[src/design/ssp_pkg.sv]
package ssp_pkg;

  // ----------------------------------------------------------------
  // Set encoding constants
  // ----------------------------------------------------------------
  localparam logic [31:0] SET_MAX_BITS  = 32'h0000_0100; // Largest count
  localparam logic [9:0]  SET_ROUND     = 10'h01f;       // Round up words
  localparam int unsigned SET_SHIFT     = 5;             // Log2 of bits per word
  localparam logic [14:0] SEQ_HDR_LAST  = 15'h0002;      // Count word idx
  localparam logic [14:0] FRAG_HDR_LAST = 15'h0001;      // Count word idx
  localparam logic [2:0]  SEQ_BM_FIRST  = 3'h3;          // First map word
  localparam logic [2:0]  FRAG_BM_FIRST = 3'h2;          // First map word
  localparam logic [14:0] LOC_LAST      = 15'h0001;      // Address, port

  // ----------------------------------------------------------------
  // Parameter list codes
  // ----------------------------------------------------------------
  localparam logic [15:0] PADDING_RECORD_CODE = 16'h0000;
  localparam logic [15:0] LIST_END_CODE       = 16'h0001;

  // ----------------------------------------------------------------
  // Sizes and reset values
  // ----------------------------------------------------------------
  localparam int unsigned WORD_W     = 32;   // Stream word width
  localparam int unsigned FIFO_DEPTH = 16;   // Output buffer words
  localparam logic [14:0] CNT_RST    = 15'h0000;
  localparam logic [13:0] VAL_RST    = 14'h0000;
  localparam logic [1:0]  POS_RST    = 2'h0;
  localparam logic [31:0] WORD_RST   = 32'h0000_0000;

  // Command kinds
  typedef enum logic [3:0] {
    SSP_SEQSET  = 4'h0, // Sequence-number set
    SSP_FRAGSET = 4'h1, // Fragment-number set
    SSP_PARAM   = 4'h2, // Record header
    SSP_SENT    = 4'h3, // List end record
    SSP_PAD     = 4'h4, // Padding record with zero body
    SSP_DATA    = 4'h5, // One raw record value word
    SSP_LOC     = 4'h6, // Compact IPv4 endpoint
    SSP_PLD     = 4'h7, // One aligned payload field
    SSP_PLEND   = 4'h8  // Close payload, flush partial word
  } ssp_kind_t;

  // Encoder states
  typedef enum logic [1:0] {
    SSP_IDLE = 2'h0,
    SSP_EMIT = 2'h1
  } ssp_state_t;

  // One order from the message builder
  typedef struct packed {
    ssp_kind_t         kind;
    logic              byte_order_flag;  // 1: little-endian
    logic [63:0]       set_start_number; // Locator: address, port
    logic [31:0]       set_bit_count;
    logic [7:0][31:0]  bitmap;           // Word 0 holds offset 0
    logic [15:0]       record_kind_code;
    logic [15:0]       rec_len;          // Value bytes
    logic [31:0]       value;            // Data word or payload field
    logic [1:0]        field_size;       // 0:1, 1:2, 2:4 bytes
  } ssp_cmd_t;

  // Byte swap of a 32-bit field
  function automatic logic [31:0] swap32(input logic [31:0] w);
    swap32 = {w[7:0], w[15:8], w[23:16], w[31:24]};
  endfunction

  // Byte swap of two 16-bit fields
  function automatic logic [31:0] swap16x2(input logic [31:0] w);
    swap16x2 = {w[23:16], w[31:24], w[7:0], w[15:8]};
  endfunction

endpackage

[src/design/ssp_host_encoder.sv]
`timescale 1ns/1ps
// Functional notes
// - Set covers at most 256 numbers
// - Bitmap bit one means number is member
// - Base at least one, count 1 to 256
// - Map words equal count plus 31 over 32
// - Base, then count, then map words
// - Fragment sets share the set layout
// - Each record starts on four-byte boundary
// - List ends with id one record
// - Id zero pads, body skipped
// - Record value starts without padding
// - Payload fields aligned to own size
// - Compact endpoint is address plus port
// - Byte order flag selects endianness

// ------------------------------------------------------------------
// Output word buffer
// ------------------------------------------------------------------
module ssp_fifo #(
  parameter int unsigned W = 32,
  parameter int unsigned D = 16
) (
  input  wire logic         core_clk,
  input  wire logic         arst_n,
  input  wire logic         in_valid,
  output logic              in_ready,
  input  wire logic [W-1:0] in_data,
  output logic              out_valid,
  input  wire logic         out_ready,
  output logic [W-1:0]      out_data
);
  localparam int unsigned AW = $clog2(D);

  logic [W-1:0] mem [D];      // Storage
  logic [AW:0]  wr_ptr_ff;    // Write pointer with lap bit
  logic [AW:0]  rd_ptr_ff;    // Read pointer with lap bit
  wire          full;         // All entries used
  wire          empty;        // No entry used
  wire          do_wr;        // Write this cycle
  wire          do_rd;        // Read this cycle

  assign full      = (wr_ptr_ff[AW] != rd_ptr_ff[AW]) &&
                     (wr_ptr_ff[AW-1:0] == rd_ptr_ff[AW-1:0]);
  assign empty     = wr_ptr_ff == rd_ptr_ff;
  assign in_ready  = ~full;
  assign out_valid = ~empty;
  assign do_wr     = in_valid & ~full;
  assign do_rd     = out_ready & ~empty;
  assign out_data  = mem[rd_ptr_ff[AW-1:0]];

  // Storage write
  always_ff @(posedge core_clk) begin
    if (do_wr) begin
      mem[wr_ptr_ff[AW-1:0]] <= in_data;
    end
  end

  // Pointer advance
  always_ff @(posedge core_clk or negedge arst_n) begin
    if (!arst_n) begin
      wr_ptr_ff <= '0;
      rd_ptr_ff <= '0;
    end else begin
      wr_ptr_ff <= wr_ptr_ff + (AW+1)'(do_wr);
      rd_ptr_ff <= rd_ptr_ff + (AW+1)'(do_rd);
    end
  end
endmodule

// ------------------------------------------------------------------
// Host-side element encoder
// ------------------------------------------------------------------
module ssp_host_encoder (
  input  wire logic              core_clk,
  input  wire logic              arst_n,
  input  wire logic              cmd_valid,
  output logic                   cmd_ready,
  input  wire ssp_pkg::ssp_cmd_t cmd,
  output logic                   cmd_error,
  output logic                   list_open,
  output logic [31:0]            tx_word,
  output logic                   tx_valid,
  input  wire logic              tx_ready
);
  ssp_pkg::ssp_state_t state_ff;      // Encoder state
  ssp_pkg::ssp_state_t nxt_state;     // Next state
  ssp_pkg::ssp_cmd_t   cmd_ff;        // Order being emitted
  logic [14:0]         cnt_ff;        // Word index in element
  logic [14:0]         last_ff;       // Index of final word
  logic [13:0]         val_left_ff;   // Value words still owed
  logic                list_open_ff;  // Parameter list is open
  logic                cmd_ready_ff;  // Ready for an order
  logic                cmd_error_ff;  // Order refused pulse
  logic [1:0]          pos_ff;        // Payload byte position
  logic [31:0]         part_ff;       // Partial payload word
  logic [31:0]         tx_word_ff;    // Output word
  logic                tx_valid_ff;   // Output word valid
  logic                cmd_bad;       // Order breaks a limit
  logic [14:0]         nxt_last;      // Final index of new order
  logic [31:0]         reg_word;      // Word for fixed elements

  wire        accept;      // Order taken this cycle
  wire        emitting;    // In emit state
  wire        fifo_rdy;    // Buffer has room
  wire        fifo_ov;     // Buffer has a word
  wire        fifo_or;     // Output stage takes a word
  wire [31:0] fifo_od;     // Buffer head word
  wire        is_pl;       // Payload field order
  wire        is_ple;      // Payload close order
  wire        emit_want;   // This step writes a word
  wire        push;        // Word enters buffer
  wire        step_done;   // Element finished
  wire        lend;        // Little-endian order
  wire [31:0] push_word;   // Word written to buffer
  wire        cnt_ok;      // Bit count in range
  wire [3:0]  map_words;   // Bitmap words of new order
  wire [2:0]  bm_idx;      // Bitmap word being sent
  wire [2:0]  pl_size;     // Field size in bytes
  wire [2:0]  pl_mask;     // Size minus one
  wire [2:0]  pl_algn;     // Aligned field position
  wire        pl_wrap;     // Field needs a fresh word
  wire [2:0]  pl_end;      // Position after the field
  wire        pl_full;     // Field completes the word
  wire [31:0] pl_place;    // Field bytes in their lanes
  wire        fifo_in_ready; // Buffer input side has room

  // ----------------------------------------------------------------
  // Order checks
  // ----------------------------------------------------------------
  assign accept   = (state_ff == ssp_pkg::SSP_IDLE) && cmd_valid &&
                    cmd_ready_ff;
  assign emitting = state_ff == ssp_pkg::SSP_EMIT;
  assign lend     = cmd_ff.byte_order_flag;
  assign cnt_ok   = (cmd.set_bit_count != 32'h0) &&
                    (cmd.set_bit_count <= ssp_pkg::SET_MAX_BITS);
  assign map_words = 4'(({1'b0, cmd.set_bit_count[8:0]} +
                         ssp_pkg::SET_ROUND) >>
                        ssp_pkg::SET_SHIFT);

  // Limit checks and final word index of a new order
  always_comb begin
    cmd_bad  = 1'b0;
    nxt_last = ssp_pkg::CNT_RST;
    case (cmd.kind)
      ssp_pkg::SSP_SEQSET: begin
        cmd_bad  = cmd.set_start_number[63] ||
                   (cmd.set_start_number == 64'h0) || ~cnt_ok;
        nxt_last = ssp_pkg::SEQ_HDR_LAST + 15'(map_words);
      end
      ssp_pkg::SSP_FRAGSET: begin
        cmd_bad  = (cmd.set_start_number[31:0] == 32'h0) ||
                   ~cnt_ok;
        nxt_last = ssp_pkg::FRAG_HDR_LAST + 15'(map_words);
      end
      ssp_pkg::SSP_PARAM: begin
        cmd_bad = (cmd.rec_len[1:0] != 2'h0) || (val_left_ff != 0) ||
                  (cmd.record_kind_code == ssp_pkg::LIST_END_CODE) ||
                  (cmd.record_kind_code ==
                   ssp_pkg::PADDING_RECORD_CODE);
      end
      ssp_pkg::SSP_PAD: begin
        cmd_bad  = (cmd.rec_len[1:0] != 2'h0) ||
                   (val_left_ff != 0);
        nxt_last = {1'b0, cmd.rec_len[15:2]};
      end
      ssp_pkg::SSP_SENT: begin
        cmd_bad = (val_left_ff != 0) || ~list_open_ff;
      end
      ssp_pkg::SSP_DATA: begin
        cmd_bad = val_left_ff == 0;
      end
      ssp_pkg::SSP_LOC: begin
        nxt_last = ssp_pkg::LOC_LAST;
      end
      ssp_pkg::SSP_PLD: begin
        cmd_bad = cmd.field_size == 2'h3;
      end
      ssp_pkg::SSP_PLEND: begin
        cmd_bad = 1'b0;
      end
      default: begin
        cmd_bad = 1'b1;
      end
    endcase
  end

  // ----------------------------------------------------------------
  // Fixed element words
  // ----------------------------------------------------------------
  assign bm_idx = (cmd_ff.kind == ssp_pkg::SSP_SEQSET) ?
                  cnt_ff[2:0] - ssp_pkg::SEQ_BM_FIRST :
                  cnt_ff[2:0] - ssp_pkg::FRAG_BM_FIRST;

  // Word at the current index, big-endian before any byte swap
  always_comb begin
    reg_word = ssp_pkg::WORD_RST;
    case (cmd_ff.kind)
      ssp_pkg::SSP_SEQSET: begin
        if (cnt_ff == 15'h0) begin
          reg_word = cmd_ff.set_start_number[63:32];
        end else if (cnt_ff == 15'h1) begin
          reg_word = cmd_ff.set_start_number[31:0];
        end else if (cnt_ff == ssp_pkg::SEQ_HDR_LAST) begin
          reg_word = cmd_ff.set_bit_count;
        end else begin
          reg_word = cmd_ff.bitmap[bm_idx];
        end
      end
      ssp_pkg::SSP_FRAGSET: begin
        if (cnt_ff == 15'h0) begin
          reg_word = cmd_ff.set_start_number[31:0];
        end else if (cnt_ff == ssp_pkg::FRAG_HDR_LAST) begin
          reg_word = cmd_ff.set_bit_count;
        end else begin
          reg_word = cmd_ff.bitmap[bm_idx];
        end
      end
      ssp_pkg::SSP_LOC: begin
        reg_word = (cnt_ff == 15'h0) ? cmd_ff.set_start_number[63:32] :
                                       cmd_ff.set_start_number[31:0];
      end
      default: begin
        reg_word = ssp_pkg::WORD_RST;
      end
    endcase
  end

  // ----------------------------------------------------------------
  // Payload field placement
  // ----------------------------------------------------------------
  assign pl_size = 3'h1 << cmd_ff.field_size;
  assign pl_mask = pl_size - 3'h1;
  assign pl_algn = ({1'b0, pos_ff} + pl_mask) & ~pl_mask;
  assign pl_wrap = pl_algn[2];
  assign pl_end  = pl_algn + pl_size;
  assign pl_full = pl_end == 3'h4;

  // One byte lane per loop pass; lane 0 is the first wire byte
  for (genvar j = 0; j < 4; j++) begin : g_lane
    wire [2:0] k  = 3'(j) - pl_algn;
    wire       in = (3'(j) >= pl_algn) && (3'(j) < pl_end);
    wire [2:0] sh = lend ? k : pl_mask - k;
    assign pl_place[31-8*j -: 8] =
      in ? 8'(cmd_ff.value >> {sh, 3'h0}) : 8'h00;
  end

  // ----------------------------------------------------------------
  // Buffer write selection
  // ----------------------------------------------------------------
  assign fifo_rdy  = fifo_in_ready;
  assign is_pl     = cmd_ff.kind == ssp_pkg::SSP_PLD;
  assign is_ple    = cmd_ff.kind == ssp_pkg::SSP_PLEND;
  assign emit_want = is_pl ? (pl_wrap | pl_full) :
                     is_ple ? (pos_ff != 2'h0) : 1'b1;
  assign push      = emitting && fifo_rdy && emit_want;
  assign step_done = emitting && fifo_rdy &&
                     ((is_pl | is_ple) ? ~(is_pl & pl_wrap) :
                                         (cnt_ff == last_ff));
  assign push_word =
    is_pl ? (pl_wrap ? part_ff : (part_ff | pl_place)) :
    is_ple ? part_ff :
    (cmd_ff.kind == ssp_pkg::SSP_PARAM) ?
      (lend ? ssp_pkg::swap16x2({cmd_ff.record_kind_code,
                                 cmd_ff.rec_len}) :
              {cmd_ff.record_kind_code, cmd_ff.rec_len}) :
    (cmd_ff.kind == ssp_pkg::SSP_SENT) ?
      (lend ? ssp_pkg::swap16x2({ssp_pkg::LIST_END_CODE, 16'h0}) :
              {ssp_pkg::LIST_END_CODE, 16'h0}) :
    (cmd_ff.kind == ssp_pkg::SSP_PAD) ?
      ((cnt_ff != 15'h0) ? ssp_pkg::WORD_RST :
       lend ? ssp_pkg::swap16x2({ssp_pkg::PADDING_RECORD_CODE,
                                 cmd_ff.rec_len}) :
              {ssp_pkg::PADDING_RECORD_CODE, cmd_ff.rec_len}) :
    (cmd_ff.kind == ssp_pkg::SSP_DATA) ? cmd_ff.value :
    (lend ? ssp_pkg::swap32(reg_word) : reg_word);

  assign nxt_state = (accept && !cmd_bad) ? ssp_pkg::SSP_EMIT :
                     step_done ? ssp_pkg::SSP_IDLE : state_ff;

  // State, order latch and ready
  always_ff @(posedge core_clk or negedge arst_n) begin
    if (!arst_n) begin
      state_ff     <= ssp_pkg::SSP_IDLE;
      cmd_ff       <= '0;
      last_ff      <= ssp_pkg::CNT_RST;
      cmd_ready_ff <= 1'b0;
      cmd_error_ff <= 1'b0;
    end else begin
      state_ff     <= nxt_state;
      cmd_ready_ff <= nxt_state == ssp_pkg::SSP_IDLE;
      cmd_error_ff <= accept && cmd_bad;
      if (accept) begin
        cmd_ff  <= cmd;
        last_ff <= nxt_last;
      end
    end
  end

  // Word index within the element
  always_ff @(posedge core_clk or negedge arst_n) begin
    if (!arst_n) begin
      cnt_ff <= ssp_pkg::CNT_RST;
    end else if (accept) begin
      cnt_ff <= ssp_pkg::CNT_RST;
    end else if (emitting && fifo_rdy && !(is_pl | is_ple)) begin
      cnt_ff <= cnt_ff + 15'h1;
    end
  end

  // Record bookkeeping; repeated ids open new records freely
  always_ff @(posedge core_clk or negedge arst_n) begin
    if (!arst_n) begin
      val_left_ff  <= ssp_pkg::VAL_RST;
      list_open_ff <= 1'b0;
    end else if (accept && !cmd_bad) begin
      if (cmd.kind == ssp_pkg::SSP_PARAM) begin
        val_left_ff  <= cmd.rec_len[15:2];
        list_open_ff <= 1'b1;
      end else if (cmd.kind == ssp_pkg::SSP_PAD) begin
        list_open_ff <= 1'b1;
      end else if (cmd.kind == ssp_pkg::SSP_SENT) begin
        list_open_ff <= 1'b0;
      end
    end else if (push && cmd_ff.kind == ssp_pkg::SSP_DATA) begin
      val_left_ff <= val_left_ff - 14'h1;
    end
  end

  // Payload partial word
  always_ff @(posedge core_clk or negedge arst_n) begin
    if (!arst_n) begin
      pos_ff  <= ssp_pkg::POS_RST;
      part_ff <= ssp_pkg::WORD_RST;
    end else if (emitting && fifo_rdy && (is_ple || (is_pl &&
                 (pl_wrap || pl_full)))) begin
      pos_ff  <= ssp_pkg::POS_RST;
      part_ff <= ssp_pkg::WORD_RST;
    end else if (emitting && fifo_rdy && is_pl) begin
      pos_ff  <= pl_end[1:0];
      part_ff <= part_ff | pl_place;
    end
  end

  // ----------------------------------------------------------------
  // Buffer and output stage
  // ----------------------------------------------------------------
  ssp_fifo #(
    .W (ssp_pkg::WORD_W),
    .D (ssp_pkg::FIFO_DEPTH)
  ) u_fifo (
    .core_clk  (core_clk),
    .arst_n    (arst_n),
    .in_valid  (push),
    .in_ready  (fifo_in_ready),
    .in_data   (push_word),
    .out_valid (fifo_ov),
    .out_ready (fifo_or),
    .out_data  (fifo_od)
  );

  assign fifo_or = ~tx_valid_ff | tx_ready;

  // Registered output word
  always_ff @(posedge core_clk or negedge arst_n) begin
    if (!arst_n) begin
      tx_valid_ff <= 1'b0;
      tx_word_ff  <= ssp_pkg::WORD_RST;
    end else if (fifo_or) begin
      tx_valid_ff <= fifo_ov;
      if (fifo_ov) begin
        tx_word_ff <= fifo_od;
      end
    end
  end

  assign cmd_ready = cmd_ready_ff;
  assign cmd_error = cmd_error_ff;
  assign list_open = list_open_ff;
  assign tx_word   = tx_word_ff;
  assign tx_valid  = tx_valid_ff;
endmodule

[config.mk]
export PLATFORM = sky130hd
export DESIGN_NAME = ssp_host_encoder
export DESIGN_NICKNAME = d
export VERILOG_FILES = /design/src/design/ssp_pkg.sv /design/src/design/ssp_host_encoder.sv
export SDC_FILE = /design/constraint.sdc
export NUM_CORES = 2
export LEC_CHECK = 0
export BUFFER_PORTS_ARGS = -buffer_cell sky130_fd_sc_hd__buf_2
export CORE_MARGIN = 4
export CORE_UTILIZATION = 54
export DETAILED_ROUTE_END_ITERATION = 10
export PLACE_DENSITY = 0.76
export SLEW_MARGIN = 15
export SYNTH_ARGS = -nofsm -noshare
export SYNTH_HDL_FRONTEND = slang
export SYNTH_SLANG_ARGS = --single-unit
[constraint.sdc]
create_clock -name core_clk -period 6.2 [get_ports core_clk]
set_input_delay 1.55 -clock core_clk [delete_from_list [all_inputs] [get_ports core_clk]]
set_output_delay 1.55 -clock core_clk [all_outputs]
set_load 0.005 [all_outputs]
==> results.md <==
* Outcome: finished, final reports clean
* Clk pwr share at 18.8%
* Area share of the largest cell type after synthesis at a little under a third
* Achievable Freq at 194 MHz
* Mapped Cells at 4405
* FP Rows at 110
* EDFF count, synth at ~510
* DP Cell Count at 5872
* Residual DRC at 0
* Cell repeated most along the worst path: o21ai_0
* Area share of fa/ha/maj cells after synthesis at less than 1%
* CP Cell Sequence: o21ai_0 -> fa_1 -> xor2_1 -> nor2_1 -> ha_1 -> and3b_1 -> o21ai_0 -> o211ai_1 -> or3_1 -> a21oi_1 -> or3b_2 -> nor2_2 -> buf_4
* Dominant cell type by area after synthesis: edfxtp_1
* LEAKAGE at roughly 24 nW
* Synth Flop Type: dfrtp_1
* Sequential fraction of design power at 35.9%
* Setup crit start kind: flop
* Worst path top cell family by delay: simple AND/OR/NAND/NOR gates
* Starting DRT DRC Count at approximately 5900
* Synth Area in Simple Gates at between 10% and 20%
* Fill count at between 6000 and 7000
* Routability Congestion at approximately 1
* Hold WS at around 0.44 ns
* First-pass GRT wire length at roughly 250 mm
* Post-CTS Resized at 0
* Fin Setup TNS at 0 ns
* Crit Path Max Fanout at 32
* Initial antenna violation count at 7
* Internal power at 20.7 mW
* Final wirelength at between 150 and 200 mm
* Worst hold path class: reg2reg
* Maximum number of pins on one net before global-route repair at approximately 140
* Placed Area at between 50000 and 60000 um^2
* Most frequent cells in the layout: nand2_1, dfrtp_1, edfxtp_1
* Post-DP HPWL at about 120 mm
* Max Slew Vio Count at 0
* Vias in the first global route at 38700
* Compound-Gate Fraction of Synth Area at about a tenth
* Min Tclk post-route at ~5 ns
* Core area at 90600 um^2
* Htree depth at 3
* Clock transition at path regs at around 0.06 ns
* Reg2Reg Depth at 13
* Root cell of the clock tree: clkbuf_16
* Synth Register Bits at about 1100
* FFs w/ async S/R, synth at roughly half
* Cts bufs inserted at ~110
* I/O pin count at around 460
* Worst setup startpoint: cmd_ff[1]
* Maximum VDD drop at approximately 0.5 mV
* Slowest stage delay, CP at between 0.6 and 0.7 ns
* Share of cells above drive strength 1 at a little over a fifth
* Clk_lat worst skew at about 0.7 ns
* Most common cell after layout, fill and taps aside: nand2_1
* Crit-path slowest cell: a21oi_1
* Mean Syn Cell Area at 11.3 um^2
* Worst-Margin Slew at roughly 1.2 ns
* Gr usage total at about a third
* Total setup buffers inserted after CTS at 0
* Vias per cell at between 6 and 7
* Crit path kind: reg2reg
* Reg2reg end: u_fifo.mem[12][20]
* Starting Density at between 50 and 60%
* Wire per inst at about 28 um
* Worst setup path end: u_fifo.mem[12][20]
* Gr ovfl total at 0
* CP Depth at 13
* Worst EP required at between 6 and 7 ns
* Setup violations, final at 0
* Max-capacitance violation count at 0
* WP data arrival at between 5 and 6 ns
* Combinational share of power at between 40% and 50%
* Slew HR at 23.2%
* Synth Cell Area at between 40000 and 50000 um^2
* Die Y at slightly above 300 um
* CTS tree: yes
* Xor and xnor fraction of the mapped netlist area at less than 1%
* Synthesis Warnings at 0
* Worst reg2reg path startpoint: cmd_ff[1]
* Switching power at about 16 mW
* Design Area, Final at between 50000 and 60000 um^2
* Fin cells at slightly above 6000
* Hold buffer count at cts at 0
* Distinct cells, synth at 85
* Skew final at 0.0331 ns
* Switching share of power at 42.9%
* Syn_nets at approximately 5000
* Post-synthesis mux area share at a little under an eighth
* Largest family of logic cells by synthesized area: simple AND/OR/NAND/NOR gates
* Endpoint type of the worst setup path: flop
* Area growth from synthesis to layout at 15.2%
* Seq/Total Area, Yosys at between 50% and 60%
* Final Hold Viols at 0
* Synth area leaders: edfxtp_1, dfrtp_1, nand2_1
* I/O Buffers at 462
* CP bufs+invs at 1
* Period Utilization, post-route at roughly 83%
* Power Dens Cells at approximately 630 nW/um^2
* RSZ-0062 raised after global routing: no
* Clk sinks at roughly 1100
* Reg2reg setup slack at approximately 1.0 ns
* Final ANT Viol Nets at 0
* Die width at ~310 um
* Total number of vias at 39600
* Final #Nets at around 5300
* Clk buf depth at 3
* Initial DRT Pass Iterations at 8
* Die area at around 97000 um^2
-- power groups by stage --
stage,clock network [mW],logic [mW],registers (mW)
floorplan,0,10.4,12.0
global placement,0,15.4,12.9
detailed placement,0,15.8,13.0
CTS,6.84,16.0,12.9
global route,7.15,17.5,13.2
finish,6.81,16.4,13.0
-- registers in the layout (all words and copies together) (netlist names), 2 cells and up --
name / cells
cmd_ff: 422
cnt_ff: 15
last_ff: 14
part_ff: 32
pos_ff: 2
state_ff: 2
tx_word: 32
u_fifo.mem: 512
u_fifo.rd_ptr_ff: 5
u_fifo.wr_ptr_ff: 5
val_left_ff: 14
-- cell usage after synthesis, drive strengths merged (18+ instances only) --
library cell  number
nor4              37
mux4             185
a211oi            20
nand2           1447
xnor2             25
o21ai            180
edfxtp           512
inv               30
a21oi            150
xor2              28
dfrtp            548
mux2              46
ha                24
nand3             33
clkbuf           213
a22oi             28
nor3              44
a31oi             76
buf               88
o22ai             33
nor2             148
o221ai            79
a311oi            18
mux2i            107
-- through the flow --
stage,power (mW),worst slack (ns),util (%)
floorplan,22.5,0.120,-
global placement,28.3,0.848,59.1
detailed placement,28.7,0.771,59.1
CTS,35.7,1.02,63.2
global route,37.8,0.789,63.2
finish,36.3,1.05,63.2
-- how the worst min path moves through the flow --
| stage | startpoint | end | slack, ns | cells past startpoint |
|---|---|---|---|---|
| final | state_ff[1] | state_ff[1] | 0.44 | 0 |
| after global routing | state_ff[1] | state_ff[1] | 0.46 | 0 |
| after CTS | state_ff[1] | state_ff[1] | 0.45 | 0 |
| after detailed placement | state_ff[1] | state_ff[1] | 0.43 | 0 |
| after global placement | state_ff[1] | state_ff[1] | 0.44 | 0 |
| after floorplan | cmd_ff[392] | cmd_ff[392] | 0.44 | 2 |
-- worst register-to-register path, cell delays in order (launching register included) --
cell      delay [ns]
dfrtp_1         0.58
o21ai_0         0.20
fa_1            0.64
xor2_1          0.16
nor2_1          0.06
ha_1            0.25
and3b_1         0.20
o21ai_0         0.15
o211ai_1        0.21
or3_1           0.42
a21oi_1         0.67
or3b_2          0.60
nor2_2          0.12
buf_4           0.51
-- kinds of logic after synthesis --
logic type                 Yosys count
AOI/OAI and AO/OA                  764
muxes                              338
and+or+nand+nor                   1833
DFF                               1060
buffers and inverters              332
adders and majority gates           25
xor gates and xnor gates            53
-- layer usage --
metal | routed length, um | global-route usage (%) | share of wire (%)
met1 | 62200 | 46.6 | 37
met2 | 76500 | 52.2 | 45
met3 | 20400 | 9.04 | 12
met4 | 9760 | 16.5 | 5.8
met5 | 47 | 0 | 0.028
-- cell type report --
cell class	instances	area, um^2	share of cell area [%]
flip-flops and latches	1060	29100	50.9
multi-input cells	3013	19400	33.9
repair buffers	593	3450	6.02
clock buffers	147	3010	5.26
well taps	1176	1470	2.57
clock inverters	54	669	1.17
inverters	31	116	0.203
diodes	2	5.00	0.00875
(Power assumes the default switching activity.)
